===== src/stm_pkg.sv =====
// Package: register map, field positions and enumerations of the standard timer
package stm_pkg;
  // ----------------------------------------
  // Register byte addresses (one word each)
  // ----------------------------------------
  localparam logic [4:0] STM_ADDR_CTRL0 = 5'h00;
  localparam logic [4:0] STM_ADDR_MODE_CTRL = 5'h04;
  localparam logic [4:0] STM_ADDR_CNT_LO = 5'h08;
  localparam logic [4:0] STM_ADDR_CNT_HI = 5'h0C;
  localparam logic [4:0] STM_ADDR_CMPA_LO = 5'h10;
  localparam logic [4:0] STM_ADDR_CMPA_HI = 5'h14;
  localparam logic [4:0] STM_ADDR_CMPP = 5'h18;
  localparam logic [4:0] STM_ADDR_FLAGS = 5'h1C;
  // ----------------------------------------
  // Field positions
  // ----------------------------------------
  localparam int STM_CTRL0_ON_BIT = 3;
  localparam int STM_MODE_HI = 7;
  localparam int STM_MODE_LO = 6;
  localparam int STM_FUNC_HI = 5;
  localparam int STM_FUNC_LO = 4;
  localparam int STM_INIT_BIT = 3;
  localparam int STM_INV_BIT = 2;
  localparam int STM_SWAP_BIT = 1;
  localparam int STM_CLR_BIT = 0;
  localparam int STM_FLAG_A_BIT = 0;
  localparam int STM_FLAG_P_BIT = 1;
  // ----------------------------------------
  // Reset values
  // ----------------------------------------
  localparam logic [7:0] STM_RST_BYTE = 8'h00;
  localparam logic [15:0] STM_RST_WORD = 16'h0000;
  localparam logic [31:0] STM_UNMAPPED_DATA = 32'h0000_0000;
  // ----------------------------------------
  // Modes and output functions
  // ----------------------------------------
  typedef enum logic [1:0] {
    STM_MODE_COMPARE = 2'h0,
    STM_MODE_CAPTURE = 2'h1,
    STM_MODE_PWM = 2'h2,
    STM_MODE_TIMER = 2'h3
  } stm_mode_e;
  localparam logic [1:0] STM_FN_00 = 2'h0;
  localparam logic [1:0] STM_FN_01 = 2'h1;
  localparam logic [1:0] STM_FN_10 = 2'h2;
  localparam logic [1:0] STM_FN_11 = 2'h3;
endpackage : stm_pkg


===== src/stm_timer.sv =====
// Standard timer: 16-bit counter, comparators A and P, output stage, Wishbone slave
`timescale 1ns/10ps
// Behaviour
// - Mode field: compare, capture, PWM/pulse, timer.
// - 16-bit up-counter runs while counter_on set.
// - counter_on rise zeroes counter; fall holds.
// - Low byte passes through holding buffer.
// - Compare mode A match: none/low/high/toggle.
// - PWM mode: inactive, active, PWM, pulse.
// - Capture on rising, falling, both, never.
// - Match to same level leaves pin unchanged.
// - counter_on rise restores initial pin level.
// - Control bit: initial level or active level.
// - Invert bit flips pin; not in timer.
// - Swap bit exchanges period and duty sources.
// - Clear source: A match, else P/overflow.
// - Overflow clear only when P value zero.
// - Clear source ignored outside compare/timer modes.
// - Counter read as two read-only bytes.
// - Compare A held in two RW bytes.
// - P compares counter[15:8]; zero means 65536.
// - Code 00 selects compare-match output mode.
// - Clear source 0 raises both flags.
// - Clear source 1 never raises P flag in compare/timer modes.
// - In compare mode only A matches move the output pin.
// ----------------------------------------
// Limitations
// ----------------------------------------
// The counter steps on every clk_i edge; clock-source choice and pause are not modelled.
// Bus writes commit at the edge where the master sees ack; reads load data a cycle earlier.
// The capture pin passes two flip-flops, so a capture lands three edges after the pin moves.
// The output pin is registered, so it trails the internal level by one edge.
// Changing the mode or function while counting gives no defined waveform.
module stm_timer
  import stm_pkg::*;
(
  input wire logic clk_i,
  input wire logic rst_i,
  input wire logic wb_cyc_i,
  input wire logic wb_stb_i,
  input wire logic wb_we_i,
  input wire logic [4:0] wb_adr_i,
  input wire logic [3:0] wb_sel_i,
  input wire logic [31:0] wb_dat_i,
  output logic [31:0] wb_dat_o,
  output logic wb_ack_o,
  input wire logic capture_pin_i,
  output logic timer_out_o,
  output logic timer_out_n_o,
  output logic match_a_flag_o,
  output logic match_p_flag_o
);
  // ----------------------------------------
  // Registers
  // ----------------------------------------
  logic counter_on_q;
  logic on_prev_q;
  logic [7:0] mode_ctrl_q;
  logic [15:0] count_q;
  logic [15:0] cmpa_q;
  logic [7:0] cmpp_q;
  logic [7:0] hold_q;
  logic match_a_flag_q;
  logic match_p_flag_q;
  logic pin_q;
  logic pwm_q;
  logic cap_s1_q;
  logic cap_s2_q;
  logic cap_prev_q;
  logic ack_q;
  logic [31:0] rdat_q;
  // ----------------------------------------
  // Field decode
  // ----------------------------------------
  wire [1:0] mode_sel = mode_ctrl_q[STM_MODE_HI:STM_MODE_LO];
  wire [1:0] func_sel = mode_ctrl_q[STM_FUNC_HI:STM_FUNC_LO];
  wire init_level = mode_ctrl_q[STM_INIT_BIT];
  wire out_inv = mode_ctrl_q[STM_INV_BIT];
  wire swap = mode_ctrl_q[STM_SWAP_BIT];
  wire clr_sel = mode_ctrl_q[STM_CLR_BIT];
  wire mode_cmp = mode_sel == STM_MODE_COMPARE;
  wire mode_cap = mode_sel == STM_MODE_CAPTURE;
  wire mode_pwm = mode_sel == STM_MODE_PWM;
  wire mode_tmr = mode_sel == STM_MODE_TIMER;
  wire cmp_like = mode_cmp | mode_tmr;
  // ----------------------------------------
  // Bus decode
  // ----------------------------------------
  wire req = wb_cyc_i & wb_stb_i & ~ack_q;
  // Writes commit at the edge where the master samples ack, as classic Wishbone expects
  wire wr = wb_cyc_i & wb_stb_i & ack_q & wb_we_i & wb_sel_i[0];
  wire rd = req & ~wb_we_i;
  wire [7:0] wbyte = wb_dat_i[7:0];
  wire wr_ctrl0 = wr & (wb_adr_i == STM_ADDR_CTRL0);
  wire wr_mode = wr & (wb_adr_i == STM_ADDR_MODE_CTRL);
  wire wr_alo = wr & (wb_adr_i == STM_ADDR_CMPA_LO);
  wire wr_ahi = wr & (wb_adr_i == STM_ADDR_CMPA_HI);
  wire wr_p = wr & (wb_adr_i == STM_ADDR_CMPP);
  wire wr_flags = wr & (wb_adr_i == STM_ADDR_FLAGS);
  wire rd_cnt_hi = rd & (wb_adr_i == STM_ADDR_CNT_HI);
  wire rd_a_hi = rd & (wb_adr_i == STM_ADDR_CMPA_HI);
  // ----------------------------------------
  // Comparators
  // ----------------------------------------
  // rising edge of counter_on
  wire on_rise = counter_on_q & ~on_prev_q;
  wire match_a = counter_on_q & (count_q == cmpa_q);
  // P compares the top byte only, at the end of each 256-count block
  wire p_hit = (cmpp_q != STM_RST_BYTE) & (count_q[15:8] == cmpp_q) & (count_q[7:0] == 8'hFF);
  // zero P value means overflow at full scale
  wire ovf_hit = (cmpp_q == STM_RST_BYTE) & (count_q == 16'hFFFF);
  wire match_p = counter_on_q & (p_hit | ovf_hit);
  wire pwm_period_end = swap ? match_a : match_p;
  wire [16:0] duty_val = swap ? ((cmpp_q == STM_RST_BYTE) ? 17'h10000 : {1'b0, cmpp_q, 8'h00})
                              : {1'b0, cmpa_q};
  wire duty_active = {1'b0, count_q} < duty_val;
  // clear source only steers compare and timer modes
  wire clr_cmp = clr_sel ? match_a : match_p;
  wire pulse_end = mode_pwm & (func_sel == STM_FN_11) & match_a;
  wire count_clr = cmp_like ? clr_cmp :
                   mode_cap ? match_p :
                   (mode_pwm & (func_sel != STM_FN_11)) ? pwm_period_end : 1'b0;
  // P flag suppressed when A clears the counter in compare/timer modes, and in pulse mode
  wire set_p = match_p & ~(cmp_like & clr_sel) & ~(mode_pwm & (func_sel == STM_FN_11));
  // capture edge select on synchronised pin
  wire cap_rise = cap_s2_q & ~cap_prev_q;
  wire cap_fall = ~cap_s2_q & cap_prev_q;
  logic cap_take;
  always_comb begin
    unique case (func_sel)
      STM_FN_00: cap_take = cap_rise;
      STM_FN_01: cap_take = cap_fall;
      STM_FN_10: cap_take = cap_rise | cap_fall;
      STM_FN_11: cap_take = 1'b0;
    endcase
  end
  wire capture = mode_cap & counter_on_q & cap_take;
  wire set_a = (match_a & ~mode_cap) | capture;
  // ----------------------------------------
  // Compare output level
  // ----------------------------------------
  // set/clear to a level already held changes nothing
  logic pin_d;
  always_comb begin
    unique case (func_sel)
      STM_FN_00: pin_d = pin_q;
      STM_FN_01: pin_d = 1'b0;
      STM_FN_10: pin_d = 1'b1;
      STM_FN_11: pin_d = ~pin_q;
    endcase
  end
  // PWM/pulse output uses control bit as active level
  logic pwm_level;
  always_comb begin
    unique case (func_sel)
      STM_FN_00: pwm_level = ~init_level;
      STM_FN_01: pwm_level = init_level;
      STM_FN_10: pwm_level = (duty_active & counter_on_q) ? init_level : ~init_level;
      STM_FN_11: pwm_level = counter_on_q ? init_level : ~init_level;
    endcase
  end
  wire raw_out = mode_pwm ? pwm_level : pin_q;
  wire final_out = (out_inv & ~mode_tmr) ? ~raw_out : raw_out;
  // ----------------------------------------
  // Control and counter
  // ----------------------------------------
  // Pulse end drops counter_on; a software write in the same cycle wins
  wire on_wr_val = wbyte[STM_CTRL0_ON_BIT];
  logic counter_on_d;
  always_comb begin
    counter_on_d = counter_on_q;
    if (wr_ctrl0) begin
      counter_on_d = on_wr_val;
    end else if (pulse_end) begin
      counter_on_d = 1'b0;
    end
  end
  always_ff @(posedge clk_i) begin
    if (rst_i) begin
      counter_on_q <= 1'b0;
    end else begin
      counter_on_q <= counter_on_d;
    end
  end
  // previous counter_on, for the restart edge
  always_ff @(posedge clk_i) begin
    if (rst_i) begin
      on_prev_q <= 1'b0;
    end else begin
      on_prev_q <= counter_on_q;
    end
  end
  always_ff @(posedge clk_i) begin
    if (rst_i) begin
      mode_ctrl_q <= STM_RST_BYTE;
    end else if (wr_mode) begin
      mode_ctrl_q <= wbyte;
    end
  end
  // next count: restart from zero, clear on match, or step by one
  wire [15:0] count_inc = count_q + 16'h0001;
  logic [15:0] count_d;
  always_comb begin
    count_d = count_q;
    if (on_rise) begin
      count_d = STM_RST_WORD;
    end else if (counter_on_q) begin
      count_d = count_clr ? STM_RST_WORD : count_inc;
    end
  end
  always_ff @(posedge clk_i) begin
    if (rst_i) begin
      count_q <= STM_RST_WORD;
    end else begin
      count_q <= count_d;
    end
  end
  // ----------------------------------------
  // Compare values, holding buffer
  // ----------------------------------------
  // capture loads compare A in capture mode and beats a bus write
  // low byte latched from buffer on high write
  logic [15:0] cmpa_d;
  always_comb begin
    cmpa_d = cmpa_q;
    if (capture) begin
      cmpa_d = count_q;
    end else if (wr_ahi) begin
      cmpa_d = {wbyte, hold_q};
    end
  end
  always_ff @(posedge clk_i) begin
    if (rst_i) begin
      cmpa_q <= STM_RST_WORD;
    end else begin
      cmpa_q <= cmpa_d;
    end
  end
  always_ff @(posedge clk_i) begin
    if (rst_i) begin
      cmpp_q <= STM_RST_BYTE;
    end else if (wr_p) begin
      cmpp_q <= wbyte;
    end
  end
  // buffer filled on low write or high read
  logic [7:0] hold_d;
  always_comb begin
    hold_d = hold_q;
    if (wr_alo) begin
      hold_d = wbyte;
    end else if (rd_cnt_hi) begin
      hold_d = count_q[7:0];
    end else if (rd_a_hi) begin
      hold_d = cmpa_q[7:0];
    end
  end
  always_ff @(posedge clk_i) begin
    if (rst_i) begin
      hold_q <= STM_RST_BYTE;
    end else begin
      hold_q <= hold_d;
    end
  end
  // ----------------------------------------
  // Flags and output pin
  // ----------------------------------------
  // set wins over a write-one clear
  wire clr_a = wr_flags & wbyte[STM_FLAG_A_BIT];
  wire clr_p = wr_flags & wbyte[STM_FLAG_P_BIT];
  wire match_a_flag_d = set_a | (match_a_flag_q & ~clr_a);
  wire match_p_flag_d = set_p | (match_p_flag_q & ~clr_p);
  always_ff @(posedge clk_i) begin
    if (rst_i) begin
      match_a_flag_q <= 1'b0;
    end else begin
      match_a_flag_q <= match_a_flag_d;
    end
  end
  always_ff @(posedge clk_i) begin
    if (rst_i) begin
      match_p_flag_q <= 1'b0;
    end else begin
      match_p_flag_q <= match_p_flag_d;
    end
  end
  // restore initial level on restart; park it while stopped outside compare mode
  wire pin_restore = on_rise | (~counter_on_q & ~mode_cmp);
  // only A matches move the pin in compare mode
  wire pin_move = mode_cmp & match_a;
  always_ff @(posedge clk_i) begin
    if (rst_i) begin
      pin_q <= 1'b0;
    end else if (pin_restore) begin
      pin_q <= init_level;
    end else if (pin_move) begin
      pin_q <= pin_d;
    end
  end
  always_ff @(posedge clk_i) begin
    if (rst_i) begin
      pwm_q <= 1'b0;
    end else begin
      pwm_q <= final_out;
    end
  end
  // Two-flop synchroniser; only the second stage feeds the edge detector
  always_ff @(posedge clk_i) begin
    if (rst_i) begin
      cap_s1_q <= 1'b0;
      cap_s2_q <= 1'b0;
    end else begin
      cap_s1_q <= capture_pin_i;
      cap_s2_q <= cap_s1_q;
    end
  end
  always_ff @(posedge clk_i) begin
    if (rst_i) begin
      cap_prev_q <= 1'b0;
    end else begin
      cap_prev_q <= cap_s2_q;
    end
  end
  // ----------------------------------------
  // Wishbone read path
  // ----------------------------------------
  logic [31:0] rsel;
  always_comb begin
    rsel = STM_UNMAPPED_DATA;
    unique case (wb_adr_i)
      STM_ADDR_CTRL0: rsel[STM_CTRL0_ON_BIT] = counter_on_q;
      STM_ADDR_MODE_CTRL: rsel[7:0] = mode_ctrl_q;
      // low bytes come through the holding buffer
      STM_ADDR_CNT_LO: rsel[7:0] = hold_q;
      STM_ADDR_CNT_HI: rsel[7:0] = count_q[15:8];
      STM_ADDR_CMPA_LO: rsel[7:0] = hold_q;
      STM_ADDR_CMPA_HI: rsel[7:0] = cmpa_q[15:8];
      STM_ADDR_CMPP: rsel[7:0] = cmpp_q;
      STM_ADDR_FLAGS: rsel[1:0] = {match_p_flag_q, match_a_flag_q};
      default: rsel = STM_UNMAPPED_DATA;
    endcase
  end
  // Every address acks so an unmapped access never hangs the bus
  always_ff @(posedge clk_i) begin
    if (rst_i) begin
      ack_q <= 1'b0;
    end else begin
      ack_q <= req;
    end
  end
  // Read data is loaded when the request is taken and stands until the next read
  always_ff @(posedge clk_i) begin
    if (rst_i) begin
      rdat_q <= STM_UNMAPPED_DATA;
    end else if (rd) begin
      rdat_q <= rsel;
    end
  end
  assign wb_ack_o = ack_q;
  assign wb_dat_o = rdat_q;
  assign timer_out_o = pwm_q;
  assign timer_out_n_o = ~pwm_q;
  assign match_a_flag_o = match_a_flag_q;
  assign match_p_flag_o = match_p_flag_q;
endmodule : stm_timer


===== config.mk =====
export PLATFORM = sky130hd
export DESIGN_NAME = stm_timer
export DESIGN_NICKNAME = d
export VERILOG_FILES = /design/src/stm_pkg.sv /design/src/stm_timer.sv
export SDC_FILE = /design/constraint.sdc
export NUM_CORES = 1
export LEC_CHECK = 0
export ABC_AREA = 0
export BUFFER_PORTS_ARGS = -buffer_cell sky130_fd_sc_hd__clkbuf_2
export CORE_MARGIN = 2
export CORE_UTILIZATION = 40
export DETAILED_ROUTE_END_ITERATION = 10
export SLEW_MARGIN = 30
export SYNTH_ARGS = -nofsm -noshare
export SYNTH_HDL_FRONTEND = slang
export SYNTH_SLANG_ARGS = --single-unit

===== constraint.sdc =====
create_clock -name clk_i -period 3.4 [get_ports clk_i]
set_clock_uncertainty 0.1 [all_clocks]
set_input_delay 0.51 -clock clk_i [delete_from_list [all_inputs] [get_ports clk_i]]
set_output_delay 0.51 -clock clk_i [all_outputs]
set_load 0.02 [all_outputs]

==> results_tabular.tex, run 1 <==
\begin{tabular}{lr}
\hline
Metric & Value \\
\hline
\multicolumn{2}{l}{\textbf{Yosys}} \\
\quad Area fraction of the dominant cell type after synthesis & 31.5\% \\
\quad Library cell with the largest summed area after synthesis & dfxtp\_1 \\
\quad Prevailing post-synth register cell & dfxtp\_1 \\
\quad Mux contribution to synthesized area & 6.95\% \\
\quad Synthesized area divided by synthesized cell count & 8.29 sq um \\
\quad Proportion of register bits with asynchronous set or reset after synthesis & 0\% \\
\quad Portion of the post-synthesis area used by sequential elements & 31.5\% \\
\quad Xor/xnor share of the synthesized area & 7.64\% \\
\quad Number of cells produced by synthesis & 567 \\
\quad Commonest cells in the synthesized netlist & dfxtp\_1, nor2\_1, nand2\_1, a21oi\_1, xnor2\_1 \\
\quad Share of the synthesized area in compound gates (AO/OA/AOI/OAI) & 17.5\% \\
\quad Synthesized-area fraction occupied by and/or/nand/nor cells & 21.6\% \\
\quad Number of flip-flops and latches in the synthesized netlist & 74 \\
\quad Fraction of the mapped netlist area in adder cells & 5.85\% \\
\quad Count of warnings emitted by yosys & 0 \\
\quad Netlist Area Pre-Place & 0.00470 sq mm \\
\quad Combinational family with the most area after synthesis & simple AND/OR/NAND/NOR gates \\
\quad Cell types with the largest area share after synthesis & dfxtp\_1, ha\_1, xnor2\_1, nor2\_1, nand2\_1 \\
\quad Library cell with the highest instance count after synthesis & dfxtp\_1 \\
\quad Number of flops mapped to enable cells by yosys & 0 \\
\quad Count of different cell masters after synthesis & 64 \\
\multicolumn{2}{l}{\textbf{Floorplanning}} \\
\quad Placement Rows & 39 \\
\quad Core region area & 0.0115 sq mm \\
\quad I/O pin cnt & 84 \\
\quad Starting density of the core & 41.0\% \\
\quad Die extent in y & 112 microns \\
\quad Die Outline Area & 0.0126 sq mm \\
\quad Width of the die & 112 microns \\
\multicolumn{2}{l}{\textbf{Placed design}} \\
\quad PortBufs & 32 \\
\quad Hpwl dp & 9740 microns \\
\quad Global placer's final weighted congestion & 0.898 \\
\quad Post-Place Setup Slack & 0.635 ns \\
\quad Cell total after placement & 707 \\
\multicolumn{2}{l}{\textbf{CTS}} \\
\quad CTS Hold Buffers Added & 0 \\
\quad Cells resized by post-CTS repair & 0 \\
\quad Clock root buffer & clkbuf\_16 \\
\quad Number of post-CTS setup repair buffers & 0 \\
\quad Largest buffer count on any clock path & 2 \\
\quad Number of H-tree levels & 3 \\
\quad Clock transition time at the flip-flop clock pins of the worst setup and hold paths & 0.06 ns \\
\quad CTS Buf Count & 9 \\
\quad Sink Count & 74 \\
\quad Source-to-sink clock delay at the later pin of the worst-skew pair & 0.34 ns \\
\quad CTS tree & built \\
\multicolumn{2}{l}{\textbf{Detailed routing}} \\
\quad Iteration-0 DRC Markers & 394 \\
\quad DR DRC count & 0 \\
\quad Total iterations of the first detailed-routing run & 5 \\
\quad Via density & 5.80 \\
\quad ANT nets after route & 0 \\
\quad Count of vias placed by the detailed router & 4191 \\
\quad WL/cell & 18.3 microns \\
\quad Total wire length after detailed routing & 13200 microns \\
\multicolumn{2}{l}{\textbf{STA}} \\
\quad Final setup violation count & 0 \\
\quad Number of failing hold endpoints at the final stage & 0 \\
\quad Aggregate negative setup slack & 0 ns \\
\quad Post-route minimum period & 2.83 ns \\
\quad Max transition margin & 58.0\% \\
\quad Transition time of the tightest slew-check pin & 0.628 ns \\
\quad Setup repair after global routing missed its margin & no \\
\quad Peak Freq & 0.353 GHz \\
\quad Final number of max-transition violations & 0 \\
\quad Min setup slack post-route & 0.568 ns \\
\quad Period Utilization, post-route & 83.3\% \\
\multicolumn{2}{l}{\textbf{Pwr}} \\
\quad Pwr dens & 394 mW/mm\^{}2 \\
\quad Peak supply drop & 0.218 mV \\
\quad Total power of the final layout & 2.03 mW \\
\quad Static Leak & 1.97 nW \\
\multicolumn{2}{l}{\textbf{Worst setup path}} \\
\quad Reg-to-reg critical path startpoint & mode\_ctrl\_q[1]\$\_SDFFE\_PP0P\_ \\
\quad Setup slack of the worst register-to-register path & 0.57 ns \\
\quad Worst-path maximum fanout & 9 \\
\quad Worst Setup SP & mode\_ctrl\_q[1]\$\_SDFFE\_PP0P\_ \\
\quad Worst endpoint data arrival time & 2.96 ns \\
\quad Worst EP required & 3.53 ns \\
\quad Kind of critical path & flop to flop \\
\quad Worst reg-to-reg path cell count & 9 \\
\quad Endpoint type of the worst setup path & flop \\
\quad Startpoint kind of the worst setup timing path & flop \\
\quad Reg-to-Reg End & timer\_out\_o\$\_SDFF\_PP0\_ \\
\multicolumn{2}{l}{\textbf{Finish}} \\
\quad Fill count & 1144 \\
\quad Footprint of the flip-flops and latches & 0.00148 sq mm \\
\quad Ant diodes & 0 \\
\quad Number of standard cells in the final layout excluding fillers & 723 \\
\quad Multi-input logic area & 0.00289 sq mm \\
\quad Share of layout cells above drive strength 1 & 12.9\% \\
\quad Util after Layout & 45.0\% \\
\quad Final net count & 644 \\
\quad Relative area change from synthesis to final layout & 9.77\% \\
\multicolumn{2}{l}{\textbf{Global routing}} \\
\quad Vias in the first global route & 3958 \\
\quad Grt ovf & 0 \\
\quad All-Layer GR Usage & 21.8\% \\
\quad Pin count of the biggest net entering global routing & 34 \\
\quad Global-route wire length before repair & 21500 microns \\
\quad Antenna violations before repair & 0 \\
\multicolumn{2}{l}{\textbf{Worst hold path}} \\
\quad Hold-critical path depth & 2 \\
\quad Endpoint, Worst Hold & cap\_s1\_q\$\_SDFF\_PP0\_ \\
\quad HP Class & input port to flop \\
\quad Startpoint of the most critical hold path & capture\_pin\_i \\
\multicolumn{2}{l}{\textbf{Run}} \\
\quad Count of max-cap constraint violations & 0 \\
\multicolumn{2}{l}{\textbf{Outcome}} \\
\quad Run status & complete, no violations \\
\hline
\end{tabular}
## state kept, by name, summed over array words and instances, names as in the netlist
| name | count |
|---|---|
| timer_out_o | 1 |
| on_prev_q | 1 |
| match_p_flag_o | 1 |
| counter_on_q | 1 |
| cap_s2_q | 1 |
| pin_q | 1 |
| mode_ctrl_q | 8 |
| count_q | 16 |
| cap_s1_q | 1 |
| hold_q | 8 |
| wb_dat_o | 8 |
| cmpa_q | 16 |
| cap_prev_q | 1 |
| cmpp_q | 8 |
| wb_ack_o | 1 |
| match_a_flag_o | 1 |
## worst max path at each step
stage,to,slack [ns],cells after the start
2_1_floorplan,timer_out_o$_SDFF_PP0_,0.67,9
3_3_place_gp,timer_out_o$_SDFF_PP0_,0.65,9
3_5_place_dp,timer_out_o$_SDFF_PP0_,0.64,9
4_1_cts,timer_out_o$_SDFF_PP0_,0.57,9
5_1_grt,timer_out_o$_SDFF_PP0_,0.46,9
6_report,timer_out_o$_SDFF_PP0_,0.57,9
## stage by stage
step	hold WS [ns]	cell area [sq um]
floorplan	0.314	4790
global placement	0.317	4830
detailed placement	0.330	4830
CTS	0.275	5160
global route	0.279	5160
finish	0.284	5160
## cell families (layout without fill, tap and decap cells)
| family | after synthesis | after routing |
|---|---|---|
| buffers and inverters | 80 | 70 |
| other | 1 | 24 |
| adder cells (fa/ha/maj) | 22 | 22 |
| AO/OA/AOI/OAI | 115 | 115 |
| flip-flops | 74 | 74 |
| AND/OR/NAND/NOR | 203 | 203 |
| XOR/XNOR | 41 | 41 |
| multiplexers | 31 | 31 |
## final cells by class
| class | count | share of cell area (%) |
|---|---|---|
| multi-input cells | 436 | 56.0 |
| flip-flops and latches | 74 | 28.7 |
| clock buffers | 10 | 4.63 |
| repair buffers | 39 | 4.12 |
| well taps | 143 | 3.47 |
| clock inverters | 6 | 1.75 |
| inverters | 15 | 1.36 |
## worst max-delay path: stages (launching register included)
cell,delay (ns)
dfxtp_1,0.31
bufinv_8,0.22
nand2_1,0.06
ha_1,0.19
or4b_1,0.47
a221oi_1,0.38
o2111ai_1,0.24
nor3b_1,0.21
a211oi_2,0.21
mux2_4,0.32
## layer usage
metal,up-vias,GRT usage (%),part of all wire [%],wire length [microns]
met4,0,9.51,3.3,431
met5,-,0,0,0
met1,1998,29.5,43,5750
li1,1995,-,-,-
met3,25,3.94,7.2,957
met2,173,34.3,46,6080
## cells in the final DEF (no fill, tap or decap), types with 21 or more instances in the layout
cell type,count
nor2_1,62
dfxtp_1,74
a211oi_1,23
nand3_1,24
conb_1,24
xnor2_1,27
nand2_1,58
clkbuf_2,32
ha_1,22
a21oi_1,36
mux2i_1,21
## where the power goes
group	switching, mW	internal [mW]
clock	0.389	0.664
sequential	0.00327	0.872
combinational	0.0786	0.0247
Power figures use the tool's default switching activity.
==> inputs of run 2 (changes only) <==
Settings changed: ABC_AREA 0 to 1.
Clock period 3.4 ns to 2.9 ns, I/O delays scaled along.
==> run 2 against run 1 <==
Sequential share of layout area shrank 0.92 points. Critical endpoint is now count_q[14]$_SDFFE_PP0P_. Final area grew 3.3%. Flip-flop and latch count is the same. Sequential power grew 18%. Combinational power grew 20%. Area after synthesis grew 2.3%. Critical path depth grew 1. Setup slack lost 0.037 ns.
==> results_tabular.tex, run 2 <==
\begin{tabular}{lr}
\hline
Metric & Value \\
\hline
\multicolumn{2}{l}{\textbf{Yosys}} \\
\quad Count of different cell masters after synthesis & 48 (-25\%) \\
\quad Number of cells produced by synthesis & 720 (+27\%) \\
\quad Number of flip-flops and latches in the synthesized netlist & 74 (unchanged) \\
\quad Library cell with the highest instance count after synthesis & nand2\_1 \\
\quad Netlist Area Pre-Place & 0.00481 sq mm (+2.3\%) \\
\quad Count of warnings emitted by yosys & 0 (unchanged) \\
\quad Synthesized area divided by synthesized cell count & 6.68 sq um (-19\%) \\
\quad Number of flops mapped to enable cells by yosys & 0 (unchanged) \\
\quad Library cell with the largest summed area after synthesis & dfxtp\_1 \\
\quad Commonest cells in the synthesized netlist & nand2\_1, inv\_1, nor2\_1, dfxtp\_1, o21ai\_0 \\
\quad Portion of the post-synthesis area used by sequential elements & 30.8\% (-0.71 points) \\
\quad Prevailing post-synth register cell & dfxtp\_1 \\
\quad Area fraction of the dominant cell type after synthesis & 30.8\% (-0.71 points) \\
\quad Proportion of register bits with asynchronous set or reset after synthesis & 0\% (unchanged) \\
\quad Cell types with the largest area share after synthesis & dfxtp\_1, nand2\_1, o21ai\_0, inv\_1, nor2\_1 \\
\multicolumn{2}{l}{\textbf{Finish}} \\
\quad Ant diodes & 0 (unchanged) \\
\quad Most used cells in the layout excluding fill and tap cells & nand2\_1, inv\_1, nor2\_1 \\
\quad Fill count & 1252 (+9.4\%) \\
\quad Relative area change from synthesis to final layout & 10.8\% \\
\quad Registers with the highest flip-flop counts & cmpa\_q (16), count\_q (16) \\
\quad Util after Layout & 45.0\% (-0.050 points) \\
\quad Number of standard cells in the final layout excluding fillers & 896 (+24\%) \\
\quad Share of layout cells above drive strength 1 & 10.0\% (-2.9 points) \\
\quad Most common library cell in the layout ignoring fill and taps & nand2\_1 \\
\quad Final net count & 813 (+26\%) \\
\multicolumn{2}{l}{\textbf{Floorplanning}} \\
\quad Die Outline Area & 0.0129 sq mm (+2.2\%) \\
\quad Die extent in y & 114 microns (+1.1\%) \\
\quad Starting density of the core & 40.6\% (-0.44 points) \\
\quad Core region area & 0.0119 sq mm (+3.4\%) \\
\quad I/O pin cnt & 84 (unchanged) \\
\quad Placement Rows & 40 (+2.6\%) \\
\quad Width of the die & 114 microns (+1.1\%) \\
\multicolumn{2}{l}{\textbf{Placed design}} \\
\quad Hpwl dp & 11200 microns (+15\%) \\
\quad PortBufs & 32 (unchanged) \\
\quad Global placer's final weighted congestion & 0.933 (+3.9\%) \\
\quad Cell total after placement & 880 (+24\%) \\
\multicolumn{2}{l}{\textbf{Worst setup path}} \\
\quad Endpoint type of the worst setup path & flop \\
\quad Kind of critical path & flop to flop \\
\quad Worst endpoint data arrival time & 2.49 ns (-0.47 ns) \\
\quad Worst EP required & 3.03 ns (-0.50 ns) \\
\quad Startpoint kind of the worst setup timing path & flop \\
\quad Worst-path maximum fanout & 15 (+6) \\
\multicolumn{2}{l}{\textbf{STA}} \\
\quad Aggregate negative setup slack & 0 ns (unchanged) \\
\quad Max transition margin & 53.3\% (-4.7 points) \\
\quad Number of failing hold endpoints at the final stage & 0 (unchanged) \\
\quad Final number of max-transition violations & 0 (unchanged) \\
\quad Final setup violation count & 0 (unchanged) \\
\quad Peak Freq & 0.422 GHz (+20\%) \\
\quad Setup repair after global routing missed its margin & no \\
\quad Period Utilization, post-route & 81.7\% (-1.6 points) \\
\quad Transition time of the tightest slew-check pin & 0.697 ns (+0.0696 ns) \\
\quad Post-route minimum period & 2.37 ns (-0.463 ns) \\
\multicolumn{2}{l}{\textbf{CTS}} \\
\quad Sink Count & 74 (unchanged) \\
\quad CTS Hold Buffers Added & 0 (unchanged) \\
\quad Clock root buffer & clkbuf\_16 \\
\quad Number of H-tree levels & 3 (unchanged) \\
\quad Clock transition time at the flip-flop clock pins of the worst setup and hold paths & 0.06 ns (about the same) \\
\quad Source-to-sink clock delay at the later pin of the worst-skew pair & 0.34 ns (about the same) \\
\quad CTS Buf Count & 9 (unchanged) \\
\quad CTS tree & built \\
\quad Cells resized by post-CTS repair & 0 (unchanged) \\
\quad Number of post-CTS setup repair buffers & 0 (unchanged) \\
\quad Largest buffer count on any clock path & 2 (unchanged) \\
\multicolumn{2}{l}{\textbf{Detailed routing}} \\
\quad Via density & 5.44 (-6.2\%) \\
\quad DR DRC count & 0 (unchanged) \\
\quad ANT nets after route & 0 (unchanged) \\
\quad Total wire length after detailed routing & 14800 microns (+12\%) \\
\quad Total iterations of the first detailed-routing run & 5 (unchanged) \\
\quad Count of vias placed by the detailed router & 4873 (+16\%) \\
\quad Iteration-0 DRC Markers & 448 (+14\%) \\
\quad WL/cell & 16.5 microns (-9.6\%) \\
\multicolumn{2}{l}{\textbf{Global routing}} \\
\quad All-Layer GR Usage & 23.3\% (+1.4 points) \\
\quad Antenna violations before repair & 0 (unchanged) \\
\quad Vias in the first global route & 4528 (+14\%) \\
\quad Grt ovf & 0 (unchanged) \\
\quad Global-route wire length before repair & 23500 microns (+9.5\%) \\
\quad Pin count of the biggest net entering global routing & 50 (+47\%) \\
\multicolumn{2}{l}{\textbf{Worst hold path}} \\
\quad HP Class & input port to flop \\
\multicolumn{2}{l}{\textbf{Pwr}} \\
\quad Static Leak & 2.35 nW (+19\%) \\
\quad Peak supply drop & 0.256 mV (+17\%) \\
\quad Total power of the final layout & 2.46 mW (+21\%) \\
\quad Pwr dens & 462 mW/mm\^{}2 (+17\%) \\
\multicolumn{2}{l}{\textbf{Run}} \\
\quad Count of max-cap constraint violations & 0 (unchanged) \\
\multicolumn{2}{l}{\textbf{Outcome}} \\
\quad Run status & complete, no violations \\
\hline
\end{tabular}
-- run 2: worst paths after layout --
path / startpoint / to / slack (ns) / cells after the start
hold reg to reg: cap_s1_q$_SDFF_PP0_ / cap_s2_q$_SDFF_PP0_ / 0.31 / 2
setup reg to reg: count_q[1]$_SDFFE_PP0P_ / count_q[14]$_SDFFE_PP0P_ / 0.53 / 10
setup / recovery: count_q[1]$_SDFFE_PP0P_ / count_q[14]$_SDFFE_PP0P_ / 0.53 / 10
hold / removal: capture_pin_i / cap_s1_q$_SDFF_PP0_ / 0.18 / 3
-- run 2: where the power goes --
part	internal (mW)	leakage, nW	switching, mW	total [mW]
logic	0.0294	1.59	0.0942	0.124
registers	1.02	0.597	0.00438	1.03
clock network	0.844	0.163	0.468	1.31
-- run 2: critical path: stages, from the launching register on --
cell	delay (ns)
dfxtp_1	0.52
ha_1	0.26
nand2_2	0.09
nor3_4	0.24
nand4_2	0.15
nor2_2	0.19
nand4_1	0.14
nand3b_1	0.15
nand3_2	0.14
nand2_4	0.20
nor3_1	0.06
-- run 2: stage by stage --
| stage | hold WS (ns) | setup WS, ns | area (sq um) |
|---|---|---|---|
| CTS | 0.186 | 0.532 | 5330 |
| global route | 0.200 | 0.270 | 5330 |
| floorplan | 0.288 | 0.658 | 4900 |
| finish | 0.184 | 0.531 | 5330 |
| global placement | 0.299 | 0.566 | 4980 |
| detailed placement | 0.302 | 0.500 | 4980 |
-- run 2: layer usage --
layer  up-vias  wire length (microns)  GRT usage, %
li1       2384                      -             -
met1      2250                   6750          30.9
met3        34                    830          2.92
met5         -                      0             0
met2       205                   6820          38.9
met4         0                    413          8.46
-- run 2: layout make-up --
cell class	count	area [sq um]	share of cell area (%)
inverters	91	342	6.41
repair buffers	41	228	4.27
clock inverters	6	115	2.16
well taps	147	184	3.45
flip-flops and latches	74	1480	27.8
clock buffers	10	229	4.29
multi-input cells	527	2750	51.6
-- run 2: cell families after synthesis --
group / synth area share (%)
xor gates and xnor gates: 2.73
adders and majority gates: 5.72
buffers and inverters: 13.9
DFF: 30.8
other: 0.0779
and+or+nand+nor: 26.3
AOI/OAI and AO/OA: 20.5
